$ cat config.mk
export PLATFORM = sky130hd
export DESIGN_NAME = page_fault_response_issuer
export DESIGN_NICKNAME = d
export VERILOG_FILES = /design/src/verilog/page_resp_pkg.sv /design/src/verilog/page_fault_response_issuer.sv
export SDC_FILE = /design/constraint.sdc
export NUM_CORES = 1
export LEC_CHECK = 0
export BUFFER_PORTS_ARGS = -buffer_cell sky130_fd_sc_hd__buf_4
export CORE_MARGIN = 2
export CORE_UTILIZATION = 50
export CTS_CLUSTER_DIAMETER = 200
export DETAILED_ROUTE_END_ITERATION = 12
export PLACE_DENSITY = 0.75
export REMOVE_ABC_BUFFERS = 1
export SLEW_MARGIN = 20
export SYNTH_ARGS = -nofsm -noshare
export SYNTH_HDL_FRONTEND = slang
export SYNTH_SLANG_ARGS = --single-unit
$ cat constraint.sdc
create_clock -name i_mclk -period 2.7 [get_ports i_mclk]
set_input_delay 0.27 -clock i_mclk [delete_from_list [all_inputs] [get_ports i_mclk]]
set_output_delay 0.27 -clock i_mclk [all_outputs]
set_load 0.02 [all_outputs]
$ cat src/verilog/page_resp_pkg.sv
// Purpose: Shared constants for the page response issuer
// Assumes: 128-bit command descriptors, 32-bit Avalon-MM register bus
// Notes:   Descriptor field positions and type codes are fixed here for the design; the monitor and bench repeat them as literals
`default_nettype none
package page_resp_pkg;
	// Descriptor geometry
	localparam int DESC_W        = 128;
	localparam int TYPE_LSB      = 0;
	localparam int TYPE_W        = 4;
	localparam int PP_BIT        = 4;
	localparam int CODE_LSB      = 5;
	localparam int CODE_W        = 4;
	localparam int GIDX_LSB      = 9;
	localparam int GIDX_W        = 9;
	localparam int RID_LSB       = 18;
	localparam int RID_W         = 16;
	localparam int BUS_W         = 8;
	localparam int PASID_LSB     = 34;
	localparam int PASID_W       = 20;
	localparam int PRIV_LSB      = 54;
	localparam int PRIV_W        = 22;
	localparam int ADDR_LSB      = 76;
	localparam int ADDR_W        = 52;

	// Descriptor type codes, values arbitrary
	localparam logic [3:0] TYPE_GROUP_RESP  = 4'h9;
	localparam logic [3:0] TYPE_STREAM_RESP = 4'h8;

	// Response codes
	localparam logic [3:0] CODE_SUCCESS = 4'h0;
	localparam logic [3:0] CODE_INVALID = 4'h1;
	localparam logic [3:0] CODE_FAILURE = 4'hF;

	// Message kinds on the link
	localparam logic KIND_GROUP  = 1'b0;
	localparam logic KIND_STREAM = 1'b1;

	// Register byte addresses
	localparam int          ADDR_BITS    = 5;
	localparam logic [4:0]  REG_CTRL     = 5'h00;
	localparam logic [4:0]  REG_STATUS   = 5'h04;
	localparam logic [4:0]  REG_GRP_CNT  = 5'h08;
	localparam logic [4:0]  REG_STRM_CNT = 5'h0C;
	localparam logic [4:0]  REG_BAD_CNT  = 5'h10;

	// Register fields and reset values
	localparam int          CTRL_EN_BIT    = 0;
	localparam int          STAT_BUSY_BIT  = 0;
	localparam int          STAT_BAD_BIT   = 1;
	localparam logic        CTRL_EN_RESET  = 1'b0;
	localparam logic [31:0] CNT_RESET      = 32'h0000_0000;
	localparam logic [31:0] CNT_ONE        = 32'h0000_0001;
	localparam logic [31:0] RD_ZERO        = 32'h0000_0000;

	// Engine states, one-hot
	typedef enum logic [1:0] {
		ST_IDLE = 2'b01,
		ST_SEND = 2'b10
	} state_type;
endpackage
`default_nettype wire
$ cat src/verilog/page_fault_response_issuer.sv
// Purpose: Turns page response descriptors into page response messages
// Assumes: Descriptor source and message sink run on i_mclk
// Notes:   One message in flight; registers on Avalon-MM with waitrequest
`timescale 1ns/1ps
`default_nettype none
module page_fault_response_issuer (
	input  wire logic         i_mclk,
	input  wire logic         i_sys_rst,
	// Command queue descriptor stream
	input  wire logic         i_cmd_valid,
	input  wire logic [127:0] i_cmd_desc,
	output logic              o_cmd_ready,
	// Outgoing response message
	output logic              o_msg_valid,
	input  wire logic         i_msg_ready,
	output logic              o_msg_kind,
	output logic [15:0]       o_msg_req_id,
	output logic              o_msg_pasid_present,
	output logic [19:0]       o_msg_pasid,
	output logic [51:0]       o_msg_addr,
	output logic [8:0]        o_msg_group_index,
	output logic [3:0]        o_msg_code,
	output logic [21:0]       o_msg_priv,
	// Avalon-MM slave
	input  wire logic [4:0]   i_avs_address,
	input  wire logic         i_avs_read,
	input  wire logic         i_avs_write,
	input  wire logic [31:0]  i_avs_writedata,
	input  wire logic [3:0]   i_avs_byteenable,
	output logic [31:0]       o_avs_readdata,
	output logic              o_avs_waitrequest
);
	// Bus state
	logic        wait_q, wait_d;
	logic [31:0] rdata_q, rdata_d;
	logic        en_q, en_d;
	logic        bus_wr;
	// Engine state
	page_resp_pkg::state_type state_q, state_d;
	logic        rdy_q, rdy_d;
	logic        mv_q, mv_d;
	logic        kind_q, kind_d;
	logic [15:0] rid_q, rid_d;
	logic        pp_q, pp_d;
	logic [19:0] pasid_q, pasid_d;
	logic [51:0] addr_q, addr_d;
	logic [8:0]  gidx_q, gidx_d;
	logic [3:0]  code_q, code_d;
	logic [21:0] priv_q, priv_d;
	logic [31:0] grp_cnt_q, grp_cnt_d;
	logic [31:0] strm_cnt_q, strm_cnt_d;
	logic [31:0] bad_cnt_q, bad_cnt_d;
	logic        bad_q, bad_d;
	logic        take;
	logic [3:0]  dtype;

	// Write lands only on the cycle waitrequest is low
	assign bus_wr = i_avs_write & ~wait_q;
	assign take   = i_cmd_valid & rdy_q;
	assign dtype  = i_cmd_desc[page_resp_pkg::TYPE_LSB +: page_resp_pkg::TYPE_W];

	// Bus slave: one wait cycle, then a one-cycle answer
	always_comb begin
		wait_d  = 1'b1;
		rdata_d = rdata_q;
		en_d    = en_q;
		if ((i_avs_read | i_avs_write) & wait_q) begin
			wait_d  = 1'b0;
			rdata_d = page_resp_pkg::RD_ZERO; // Unmapped reads give zero
			case (i_avs_address)
				page_resp_pkg::REG_CTRL: begin
					rdata_d[page_resp_pkg::CTRL_EN_BIT] = en_q;
				end
				page_resp_pkg::REG_STATUS: begin
					rdata_d[page_resp_pkg::STAT_BUSY_BIT] = state_q == page_resp_pkg::ST_SEND;
					rdata_d[page_resp_pkg::STAT_BAD_BIT]  = bad_q;
				end
				page_resp_pkg::REG_GRP_CNT: begin
					rdata_d = grp_cnt_q;
				end
				page_resp_pkg::REG_STRM_CNT: begin
					rdata_d = strm_cnt_q;
				end
				page_resp_pkg::REG_BAD_CNT: begin
					rdata_d = bad_cnt_q;
				end
				default: begin
					rdata_d = page_resp_pkg::RD_ZERO;
				end
			endcase
		end
		if (bus_wr && i_avs_address == page_resp_pkg::REG_CTRL && i_avs_byteenable[0]) begin
			en_d = i_avs_writedata[page_resp_pkg::CTRL_EN_BIT];
		end
	end

	// Bus registers
	always_ff @(posedge i_mclk) begin
		if (i_sys_rst) begin
			wait_q  <= 1'b1;
			rdata_q <= page_resp_pkg::RD_ZERO;
			en_q    <= page_resp_pkg::CTRL_EN_RESET;
		end else begin
			wait_q  <= wait_d;
			rdata_q <= rdata_d;
			en_q    <= en_d;
		end
	end

	// Engine: take a descriptor, decode, hold message until sink accepts
	always_comb begin
		state_d    = state_q;
		mv_d       = mv_q;
		kind_d     = kind_q;
		rid_d      = rid_q;
		pp_d       = pp_q;
		pasid_d    = pasid_q;
		addr_d     = addr_q;
		gidx_d     = gidx_q;
		code_d     = code_q;
		priv_d     = priv_q;
		grp_cnt_d  = grp_cnt_q;
		strm_cnt_d = strm_cnt_q;
		bad_cnt_d  = bad_cnt_q;
		bad_d      = bad_q;
		// Write-one-to-clear of the bad type flag; a new event below wins
		if (bus_wr && i_avs_address == page_resp_pkg::REG_STATUS && i_avs_byteenable[0]
			&& i_avs_writedata[page_resp_pkg::STAT_BAD_BIT]) begin
			bad_d = 1'b0;
		end
		case (state_q)
			page_resp_pkg::ST_IDLE: begin
				if (take) begin
					// Fields copied verbatim; software owns their correctness
					rid_d   = i_cmd_desc[page_resp_pkg::RID_LSB +: page_resp_pkg::RID_W];
					pasid_d = i_cmd_desc[page_resp_pkg::PASID_LSB +: page_resp_pkg::PASID_W];
					addr_d  = i_cmd_desc[page_resp_pkg::ADDR_LSB +: page_resp_pkg::ADDR_W];
					gidx_d  = i_cmd_desc[page_resp_pkg::GIDX_LSB +: page_resp_pkg::GIDX_W];
					code_d  = i_cmd_desc[page_resp_pkg::CODE_LSB +: page_resp_pkg::CODE_W];
					priv_d  = i_cmd_desc[page_resp_pkg::PRIV_LSB +: page_resp_pkg::PRIV_W];
					if (dtype == page_resp_pkg::TYPE_GROUP_RESP) begin
						kind_d    = page_resp_pkg::KIND_GROUP;
						pp_d      = i_cmd_desc[page_resp_pkg::PP_BIT];
						grp_cnt_d = grp_cnt_q + page_resp_pkg::CNT_ONE;
						mv_d      = 1'b1;
						state_d   = page_resp_pkg::ST_SEND;
					end else if (dtype == page_resp_pkg::TYPE_STREAM_RESP) begin
						kind_d     = page_resp_pkg::KIND_STREAM;
						pp_d       = 1'b1; // Stream replies always carry a PASID
						strm_cnt_d = strm_cnt_q + page_resp_pkg::CNT_ONE;
						mv_d       = 1'b1;
						state_d    = page_resp_pkg::ST_SEND;
					end else begin
						// Other descriptor kinds belong elsewhere; count and drop
						bad_cnt_d = bad_cnt_q + page_resp_pkg::CNT_ONE;
						bad_d     = 1'b1;
					end
				end
			end
			page_resp_pkg::ST_SEND: begin
				if (i_msg_ready) begin
					mv_d    = 1'b0;
					state_d = page_resp_pkg::ST_IDLE;
				end
			end
			default: begin
				mv_d    = 1'b0;
				state_d = page_resp_pkg::ST_IDLE;
			end
		endcase
		// Ready only in idle; disabling stalls the queue, never drops
		rdy_d = en_q && state_d == page_resp_pkg::ST_IDLE && !take;
	end

	// Engine registers
	always_ff @(posedge i_mclk) begin
		if (i_sys_rst) begin
			state_q    <= page_resp_pkg::ST_IDLE;
			rdy_q      <= 1'b0;
			mv_q       <= 1'b0;
			kind_q     <= page_resp_pkg::KIND_GROUP;
			rid_q      <= '0;
			pp_q       <= 1'b0;
			pasid_q    <= '0;
			addr_q     <= '0;
			gidx_q     <= '0;
			code_q     <= page_resp_pkg::CODE_SUCCESS;
			priv_q     <= '0;
			grp_cnt_q  <= page_resp_pkg::CNT_RESET;
			strm_cnt_q <= page_resp_pkg::CNT_RESET;
			bad_cnt_q  <= page_resp_pkg::CNT_RESET;
			bad_q      <= 1'b0;
		end else begin
			state_q    <= state_d;
			rdy_q      <= rdy_d;
			mv_q       <= mv_d;
			kind_q     <= kind_d;
			rid_q      <= rid_d;
			pp_q       <= pp_d;
			pasid_q    <= pasid_d;
			addr_q     <= addr_d;
			gidx_q     <= gidx_d;
			code_q     <= code_d;
			priv_q     <= priv_d;
			grp_cnt_q  <= grp_cnt_d;
			strm_cnt_q <= strm_cnt_d;
			bad_cnt_q  <= bad_cnt_d;
			bad_q      <= bad_d;
		end
	end

	// Outputs straight from flops
	assign o_cmd_ready         = rdy_q;
	assign o_msg_valid         = mv_q;
	assign o_msg_kind          = kind_q;
	assign o_msg_req_id        = rid_q;
	assign o_msg_pasid_present = pp_q;
	assign o_msg_pasid         = pasid_q;
	assign o_msg_addr          = addr_q;
	assign o_msg_group_index   = gidx_q;
	assign o_msg_code          = code_q;
	assign o_msg_priv          = priv_q;
	assign o_avs_readdata      = rdata_q;
	assign o_avs_waitrequest   = wait_q;
endmodule // page_fault_response_issuer
`default_nettype wire

## Word level (Yosys, flattened, before mapping)

Cells that the tools add are included.

| storage, ports and cells | value |
|---|---|
| register bits | 260 |
| input bits | 175 |

| cells by class | value |
|---|---|
| add/sub/neg operators | 3 |
| equal/unequal tests | 12 |
| multiplexer cells | 21 |
| bitwise logic cells | 7 |
| reductions and logical operators | 16 |

Operators by type and width:

| operator | number |
|---|---|
| 32-bit by 1-bit adder with 32-bit output, second input constant | 3 |
| 30-bit case mux with 3 select lines | 1 |
| 1-bit 2-to-1 mux | 12 |
| 5-bit by 4-bit == test with 1-bit output, second input constant | 2 |
| 3-bit AND reduction | 3 |
| 4-bit == test, second input constant | 2 |
| 2-bit 2-to-1 mux | 4 |
| 4-bit AND reduction | 2 |
| 1-bit logical AND | 7 |
| 5-bit by 3-bit == test with 1-bit output, second input constant | 1 |
| 5-bit == test, second input constant | 1 |
| 5-bit logical NOT | 1 |
| 1-bit case mux with 5 select lines | 1 |
| 2-bit by 1-bit == test with 1-bit output, second input constant | 2 |
| 2-bit inequality test, second input constant | 2 |
| 1-bit case mux with 4 select lines | 1 |
| 2-bit case mux with 2 select lines | 1 |
| 1-bit AND | 3 |
| 3-bit inequality test, second input constant | 1 |
| 1-bit NOT | 3 |
| 2-bit == test, second input constant | 1 |
| 1-bit case mux with 2 select lines | 1 |
| 2-bit AND reduction | 1 |
| 2-bit nonzero test | 1 |
| other kinds (2) | 2 |

## Logic depth before layout (Yosys ltp)

Gate-level depths: netlist of the first run.

| logic depth | value |
|---|---|
| word-level depth | 10 |
| depth in mapped cells | 9 |

## Worst setup path after synthesis of the first run

OpenSTA, ideal clock, no wires.

| timing path | value |
|---|---|
| path kind | flip-flop to flip-flop |
| start | reg state_q[0] |
| end | reg bad_cnt_q[21] |
| library setup time | 0.121 ns |
| arrival time | 2.082 ns |
| required time | 2.579 ns |
| slack | 0.497 ns |
| cell stages (with the launch flop) | 8 |
| clock period less this slack | 2.203 ns |
| cells stage by stage | dfxtp_1 > ha_1 > nand4_1 > or4_1 > clkbuf_1 > clkbuf_1 > nor3_1 > mux2_2 |

| between the ends | value |
|---|---|
| word-level cells in the longest chain between the ends | 2 |

Ends and longest elaborated chain:

| element | line | RTL |
|---|---|---|
| from (decl) | page_fault_response_issuer.sv:39 | `page_resp_pkg::state_type state_q, state_d;` |
| from (signal assigned) | page_fault_response_issuer.sv:178 | `state_q <= page_resp_pkg::ST_IDLE;` |
| from (signal assigned) | page_fault_response_issuer.sv:194 | `state_q <= state_d;` |
| 2-bit by 1-bit == test with 1-bit output | page_fault_response_issuer.sv:131 | `case (state_q)` |
| 4-bit AND reduction (no line) | -- |  |
| to (signal assigned) | page_fault_response_issuer.sv:191 | `bad_cnt_q <= page_resp_pkg::CNT_RESET;` |
| to (signal assigned) | page_fault_response_issuer.sv:207 | `bad_cnt_q <= bad_cnt_d;` |
| to (decl) | page_fault_response_issuer.sv:52 | `logic [31:0] bad_cnt_q, bad_cnt_d;` |

Every way passes these cells.
A chain may end at the register's enable or synchronous reset.

## Worst setup path in the final report of the first run

| timing path | value |
|---|---|
| start | reg state_q[0] |
| end | reg strm_cnt_q[20] |

| between the ends | value |
|---|---|
| word-level cells in the longest chain between the ends | 2 |

Ends and longest elaborated chain:

| element | line | RTL |
|---|---|---|
| 2-bit by 1-bit == test with 1-bit output | page_fault_response_issuer.sv:131 |  |
| 4-bit AND reduction (no line) | -- |  |
| to (signal assigned) | page_fault_response_issuer.sv:190 | `strm_cnt_q <= page_resp_pkg::CNT_RESET;` |
| to (signal assigned) | page_fault_response_issuer.sv:206 | `strm_cnt_q <= strm_cnt_d;` |
| to (decl) | page_fault_response_issuer.sv:51 | `logic [31:0] strm_cnt_q, strm_cnt_d;` |

Every way passes these cells.

==> reports/metrics.json, run 1 <==
{
  "timing.slew.headroom": {"value": 0.357},
  "clock_latency_late_sink": {"value": 0.54, "unit": "ns"},
  "detailroute.wirelength.met3": {"value": 2380, "unit": "um"},
  "powerDensity": {"value": 526, "unit": "nW/um2"},
  "finalCritPeriodShare": {"value": 0.938},
  "synth-warning-count": {"value": 0},
  "critPathCaptureType": {"value": "register"},
  "fin_total_pwr": {"value": 0.00824, "unit": "W"},
  "max_clk_rate": {"value": 395, "unit": "MHz"},
  "layout-drive-gt1-share": {"value": 0.239},
  "finalHoldWorstSlack": {"value": 0.0294, "unit": "ns"},
  "final_nets": {"value": 1894},
  "routed.top_layer": {"value": "met4"},
  "route.met2.wl": {"value": 18000, "unit": "um"},
  "vdd_ir_drop_max": {"value": 0.485, "unit": "mV"},
  "clock_tree.buffer_depth": {"value": 3},
  "multi_input_area": {"value": 5490, "unit": "um2"},
  "postCtsHoldBufs": {"value": 114},
  "die_width": {"value": 153, "unit": "um"},
  "grt_overflow": {"value": 0},
  "crit_fanout": {"value": 17},
  "antenna_found_initial": {"value": 0},
  "synth.cells.most_frequent": {"value": "nand2_1 (291), dfxtp_1 (260), a21oi_1 (175)"},
  "setup.worst_path.start": {"value": "state_q[0]"},
  "worstSetupPathType": {"value": "register to register"},
  "route.layer.met1.wl": {"value": 15000, "unit": "um"},
  "synth_seq_cells": {"value": 260},
  "first_iter_violations": {"value": 920},
  "synth_most_common_cell": {"value": "nand2_1"},
  "remaining_drc_errors": {"value": 0},
  "post_synth.cell_area_avg": {"value": 8.29, "unit": "um2"},
  "max_capacitance_violation_total": {"value": 0},
  "synthesis.area": {"value": 11100, "unit": "um2"},
  "cp.arrival": {"value": 3.00, "unit": "ns"},
  "worst_hold_path_startpoint": {"value": "i_cmd_desc[127]"},
  "cp.required": {"value": 3.17, "unit": "ns"},
  "cts.clk_slew.worst_paths": {"value": 0.06, "unit": "ns"},
  "regToRegSetupSlack": {"value": 0.17, "unit": "ns"},
  "antenna-diode-count": {"value": 0},
  "startpoint_type": {"value": "register"},
  "grt_pass1_vias": {"value": 11000},
  "regToRegStartpoint": {"value": "state_q[0]"},
  "seq_area": {"value": 5200, "unit": "um2"},
  "core_region_area": {"value": 21800, "unit": "um2"},
  "leakage": {"value": 6.01, "unit": "nW"},
  "synth_flop_cell": {"value": "dfxtp_1"},
  "worstHoldPathType": {"value": "input pin to register"},
  "yosysSeqAreaShare": {"value": 0.468},
  "first_pass_iters": {"value": 6},
  "row_count": {"value": 54},
  "report.final.slew_viol_count": {"value": 0},
  "grt_pass1_wl": {"value": 57800, "unit": "um"},
  "pin_count": {"value": 335},
  "skew": {"value": 0.00953, "unit": "ns"},
  "count_of_endpoints_failing_hold_in_the_final_timing_report": {"value": 0},
  "die_area": {"value": 23400, "unit": "um2"},
  "cts-resized-gates": {"value": 0},
  "synthDistinctLibCells": {"value": 50},
  "cts_tree": {"value": "done"},
  "place.detailed.hpwl": {"value": 23600, "unit": "um"},
  "start_util": {"value": 0.510},
  "globalRouteTotalUtil": {"value": 0.298},
  "number_of_enable_flip_flop_cells_after_synthesis": {"value": 0},
  "dr_total_vias": {"value": 11500},
  "grt_setup_unrepaired": {"value": "false"},
  "yosysTopAreaCell": {"value": "dfxtp_1"},
  "cts_buffers": {"value": 28},
  "cts_post_setup_buffers_inserted": {"value": 0},
  "clock_sinks": {"value": 260},
  "worst-slew-pin-transition": {"value": 0.965, "unit": "ns"},
  "grt_start_max_net_pins": {"value": 124},
  "status": {"value": "completed"},
  "setup_violations": {"value": 0},
  "fill_cells": {"value": 1618},
  "ctsRootBufferMaster": {"value": "clkbuf_16"},
  "die_height": {"value": 153, "unit": "um"},
  "detail_routed_net_length_per_standard_cell": {"value": 18.4, "unit": "um"},
  "postSynth.asyncResetShare": {"value": 0},
  "totalWireLength": {"value": 37000, "unit": "um"},
  "syn_inst": {"value": 1341},
  "post-route-min-period": {"value": 2.53, "unit": "ns"},
  "avgViaCountPerCell": {"value": 5.72},
  "flow.area_growth_from_synthesis": {"value": 40.9, "unit": "%"},
  "cts.htree.levels": {"value": 1},
  "port_buffers": {"value": 301},
  "synth_top_area_frac": {"value": 0.468},
  "final_antenna_net_count": {"value": 0},
  "gp_congestion": {"value": 0.877},
  "ys_top_cells_by_area": {"value": "dfxtp_1 (47%), nand2_1 (9.8%), a21oi_1 (7.9%)"}
}
critical path, cell delays in order (launching register included):
cell,delay (ns)
dfxtp_1,0.37
ha_1,0.29
nand4b_1,0.36
or3_1,0.70
or4_1,0.58
a21oi_1,0.16
per-layer routing:
metal | global-route usage | vias to the layer above
met5 | 0 | -
met4 | 0.133 | 0
met3 | 0.0479 | 124
met2 | 0.509 | 486
met1 | 0.370 | 5452
li1 | - | 5462
cell families after synthesis:
group | share of synthesized area
flops | 0.468
simple gates | 0.254
buf+inv | 0.0399
compound gates | 0.153
xor+xnor | 0.0150
fa+ha+maj | 0.00563
mux | 0.0648
state kept, by name, indices dropped and copies added, names as in the netlist, 2 cells and up:
register           cells
grp_cnt_q             32
o_msg_code             4
bad_cnt_q             32
o_msg_addr            52
state_q                2
o_msg_group_index      9
o_msg_pasid           20
o_avs_readdata        32
o_msg_req_id          16
o_msg_priv            22
strm_cnt_q            32
worst paths after layout:
path,cells after the start,to
hold / removal,3,o_msg_addr[51]
setup reg to reg,5,strm_cnt_q[20]
setup / recovery,5,strm_cnt_q[20]
hold reg to reg,2,o_msg_pasid[15]
layout by cell type, fill, tap and decap left out, types with 2 or more instances in the layout:
master	instances
or4_1	27
xor2_1	8
o21ai_0	27
clkbuf_16	29
a22o_1	24
clkinv_2	8
and3_1	8
or4_4	2
nand4bb_1	2
nor3_1	25
o31ai_1	25
and4_1	15
clkinvlp_4	2
or4b_2	3
inv_1	19
clkbuf_8	7
clkbuf_1	3
nor2b_1	26
a21oi_1	175
or3_1	18
and2_1	2
mux2i_1	36
nor2_1	74
nand4_1	29
buf_4	323
dlygate4sd3_1	115
xnor2_1	11
nand2_1	291
mux2_2	32
o2bb2ai_1	24
a211oi_1	3
nor4_1	22
dfxtp_1	260
bufinv_16	2
ha_1	5
nand3_1	30
through the flow:
stage               utilization  setup TNS, ns  setup slack (ns)  instances  instance area [um2]
floorplan                     -        -151.80             -2.03       1244                10700
global placement          0.622              0             0.245       1849                13600
detailed placement        0.622              0             0.174       1849                13600
CTS                       0.718              0             0.185       2014                15700
global route              0.718              0            0.0327       2015                15700
finish                    0.718              0             0.167       2015                15700
power breakdown:
part	switching [W]	total (W)	internal [W]
combinational	0.000220	0.000503	0.000283
sequential	0.00000419	0.00384	0.00384
clock	0.00158	0.00389	0.00231
area by class of cell:
cell class	instances	area share
clock buffers	38	0.0523
clock inverters	13	0.00790
inverters	19	0.00455
multi-input cells	965	0.350
flip-flops and latches	260	0.332
well taps	280	0.0224
repair buffers	440	0.230
Power figures use the tool's default switching activity.
==> run 2: changes to the inputs <==
==> constraint.sdc (replaced) <==
create_clock -name i_mclk -period 2.5 [get_ports i_mclk]
set_input_delay 0.25 -clock i_mclk [delete_from_list [all_inputs] [get_ports i_mclk]]
set_output_delay 0.25 -clock i_mclk [all_outputs]
set_load 0.02 [all_outputs]
==> reports/metrics.json, run 2 (same netlist as run 1, synthesis figures left out) <==
{
  "grt_pass1_wl": {"value": 58600, "unit": "um"},
  "largest_register_ffs": {"value": 52},
  "cp_cell_sequence": {"value": "inv_1 > ha_1 > buf_4 > nand4_1 > or4_4 > nor4_2 > mux2_2"},
  "final_nets": {"value": 1913},
  "antenna_found_initial": {"value": 0},
  "layout_common_cells": {"value": "buf_4 (333), nand2_1 (291), dfxtp_1 (260)"},
  "r2r_end": {"value": "bad_cnt_q[29]"},
  "finalCritPeriodShare": {"value": 0.935},
  "timing.critical_path.to": {"value": "bad_cnt_q[29]"},
  "regToRegSetupSlack": {"value": 0.16, "unit": "ns"},
  "final_antenna_net_count": {"value": 0},
  "core_region_area": {"value": 21800, "unit": "um2"},
  "place_area": {"value": 13700, "unit": "um2"},
  "totalWireLength": {"value": 37400, "unit": "um"},
  "critPathCaptureType": {"value": "register"},
  "regToRegStartpoint": {"value": "state_q[1]"},
  "max_capacitance_violation_total": {"value": 0},
  "skew": {"value": 0.0244, "unit": "ns"},
  "setup_violations": {"value": 0},
  "ctsRootBufferMaster": {"value": "clkbuf_16"},
  "setup.worst_path.start": {"value": "state_q[1]"},
  "mostFrequentLayoutCell": {"value": "buf_4"},
  "remaining_drc_errors": {"value": 0},
  "reg2regPathDepth": {"value": 7},
  "die_height": {"value": 153, "unit": "um"},
  "finalHoldWorstSlack": {"value": 0.0378, "unit": "ns"},
  "antenna-diode-count": {"value": 0},
  "leakage": {"value": 6.11, "unit": "nW"},
  "cts.clk_slew.worst_paths": {"value": 0.06, "unit": "ns"},
  "die_area": {"value": 23400, "unit": "um2"},
  "first_pass_iters": {"value": 5},
  "report.final.slew_viol_count": {"value": 0},
  "cpPeakStageDelay": {"value": 0.68, "unit": "ns"},
  "port_buffers": {"value": 301},
  "fill_cells": {"value": 1522},
  "start_util": {"value": 0.510},
  "crit_slowest_cell": {"value": "or4_4"},
  "dr_total_vias": {"value": 11600},
  "cts_tree": {"value": "done"},
  "globalRouteTotalUtil": {"value": 0.302},
  "pin_count": {"value": 335},
  "grt_pass1_vias": {"value": 11200},
  "vdd_ir_drop_max": {"value": 0.695, "unit": "mV"},
  "seq_area": {"value": 5200, "unit": "um2"},
  "clock_sinks": {"value": 260},
  "startpoint_type": {"value": "register"},
  "max_clk_rate": {"value": 428, "unit": "MHz"},
  "place.detailed.hpwl": {"value": 23800, "unit": "um"},
  "crit_fanout": {"value": 14},
  "row_count": {"value": 54},
  "die_width": {"value": 153, "unit": "um"},
  "final_core_utilization": {"value": 0.728},
  "final_cell_area": {"value": 15900, "unit": "um2"},
  "count_of_endpoints_failing_hold_in_the_final_timing_report": {"value": 0},
  "avgViaCountPerCell": {"value": 5.72},
  "tns": {"value": 0, "unit": "ns"},
  "worstHoldPathType": {"value": "input pin to register"},
  "multi_input_area": {"value": 5500, "unit": "um2"},
  "clock_tree.buffer_depth": {"value": 3},
  "status": {"value": "completed"},
  "worstSetupPathType": {"value": "register to register"},
  "worst-slew-pin-transition": {"value": 0.701, "unit": "ns"},
  "grt_setup_unrepaired": {"value": "false"},
  "flow.area_growth_from_synthesis": {"value": 42.8, "unit": "%"},
  "grt_overflow": {"value": 0},
  "cp.required": {"value": 2.92, "unit": "ns"},
  "timing.slew.headroom": {"value": 0.533},
  "cp.arrival": {"value": 2.76, "unit": "ns"},
  "powerDensity": {"value": 569, "unit": "nW/um2"},
  "first_iter_violations": {"value": 858},
  "layout-drive-gt1-share": {"value": 0.242},
  "detail_routed_net_length_per_standard_cell": {"value": 18.4, "unit": "um"},
  "post-route-min-period": {"value": 2.34, "unit": "ns"},
  "cts.htree.levels": {"value": 1},
  "grt_start_max_net_pins": {"value": 91},
  "clock_latency_late_sink": {"value": 0.55, "unit": "ns"},
  "gp_congestion": {"value": 0.879},
  "cts_buffers": {"value": 28}
}
==> run 2: changes by cell type in the layout (fill, tap and decap cells not counted), sizes merged <==
cell	delta
bufinv	+2
buf	+12
dlygate4sd3	+7
clkinv	-1
inv	-1
clkinvlp	-1
==> run 2: power by group <==
group          internal (W)  switching [W]
Clock               0.00261        0.00171
Sequential          0.00415     0.00000411
Combinational      0.000321       0.000242
==> run 2: timing repair <==
action / in CTS / in global routing
endpoints found under the setup margin: 3 / 4
resized for setup: 1 / 1
setup buffers: 0 / 1
pin swaps: 0 / 1
endpoints found under the hold margin: 120 / 1
hold buffers: 121 / 1
==> run 2: worst min path at each step <==
stage,start,endpoint,slack (ns),depth (start not counted)
final,i_cmd_desc[57],o_msg_priv[3],0.04,3
after detailed placement,o_msg_group_index[8],o_msg_group_index[8],0.45,2
after global routing,i_cmd_desc[57],o_msg_priv[3],0.03,3
after CTS,i_cmd_desc[5],o_msg_code[0],0.001,3
after floorplan,i_sys_rst,bad_cnt_q[10],0.32,1
after global placement,o_avs_readdata[30],o_avs_readdata[30],0.44,2
==> run 2: metal layers <==
layer / vias up / wire length [um] / track usage / share of wire
met5: - / 0 / 0 / 0
met3: 155 / 2530 / 0.0465 / 0.068
met2: 515 / 18000 / 0.502 / 0.48
li1: 5499 / - / - / -
met4: 0 / 2020 / 0.148 / 0.054
met1: 5454 / 14800 / 0.382 / 0.40
==> run 2: worst max-delay path, delay by kind of cell, from the launching register on <==
kind	cells	cell delay [ns]
simple gates	3	1.08
mux	1	0.37
flops	1	0.33
fa+ha+maj	1	0.23
buf+inv	2	0.20
==> run 2: stage by stage <==
| stage | std cells | power [W] | setup WS (ns) |
|---|---|---|---|
| 2_1_floorplan | 1244 | 0.00432 | -2.23 |
| 3_3_place_gp | 1860 | 0.00463 | 0.0550 |
| 3_5_place_dp | 1860 | 0.00463 | 0.00959 |
| 4_1_cts | 2031 | 0.00907 | 0.0887 |
| 5_1_grt | 2033 | 0.00928 | 0.0461 |
| 6_report | 2033 | 0.00904 | 0.163 |
==> run 2: area by class of cell <==
| class | instances | area share |
|---|---|---|
| sequential | 260 | 0.328 |
| clock buffer | 38 | 0.0496 |
| timing repair buffer | 459 | 0.239 |
| clock inverter | 12 | 0.0109 |
| tap | 280 | 0.0221 |
| inverter | 19 | 0.00449 |
| multi-input combinational | 965 | 0.346 |
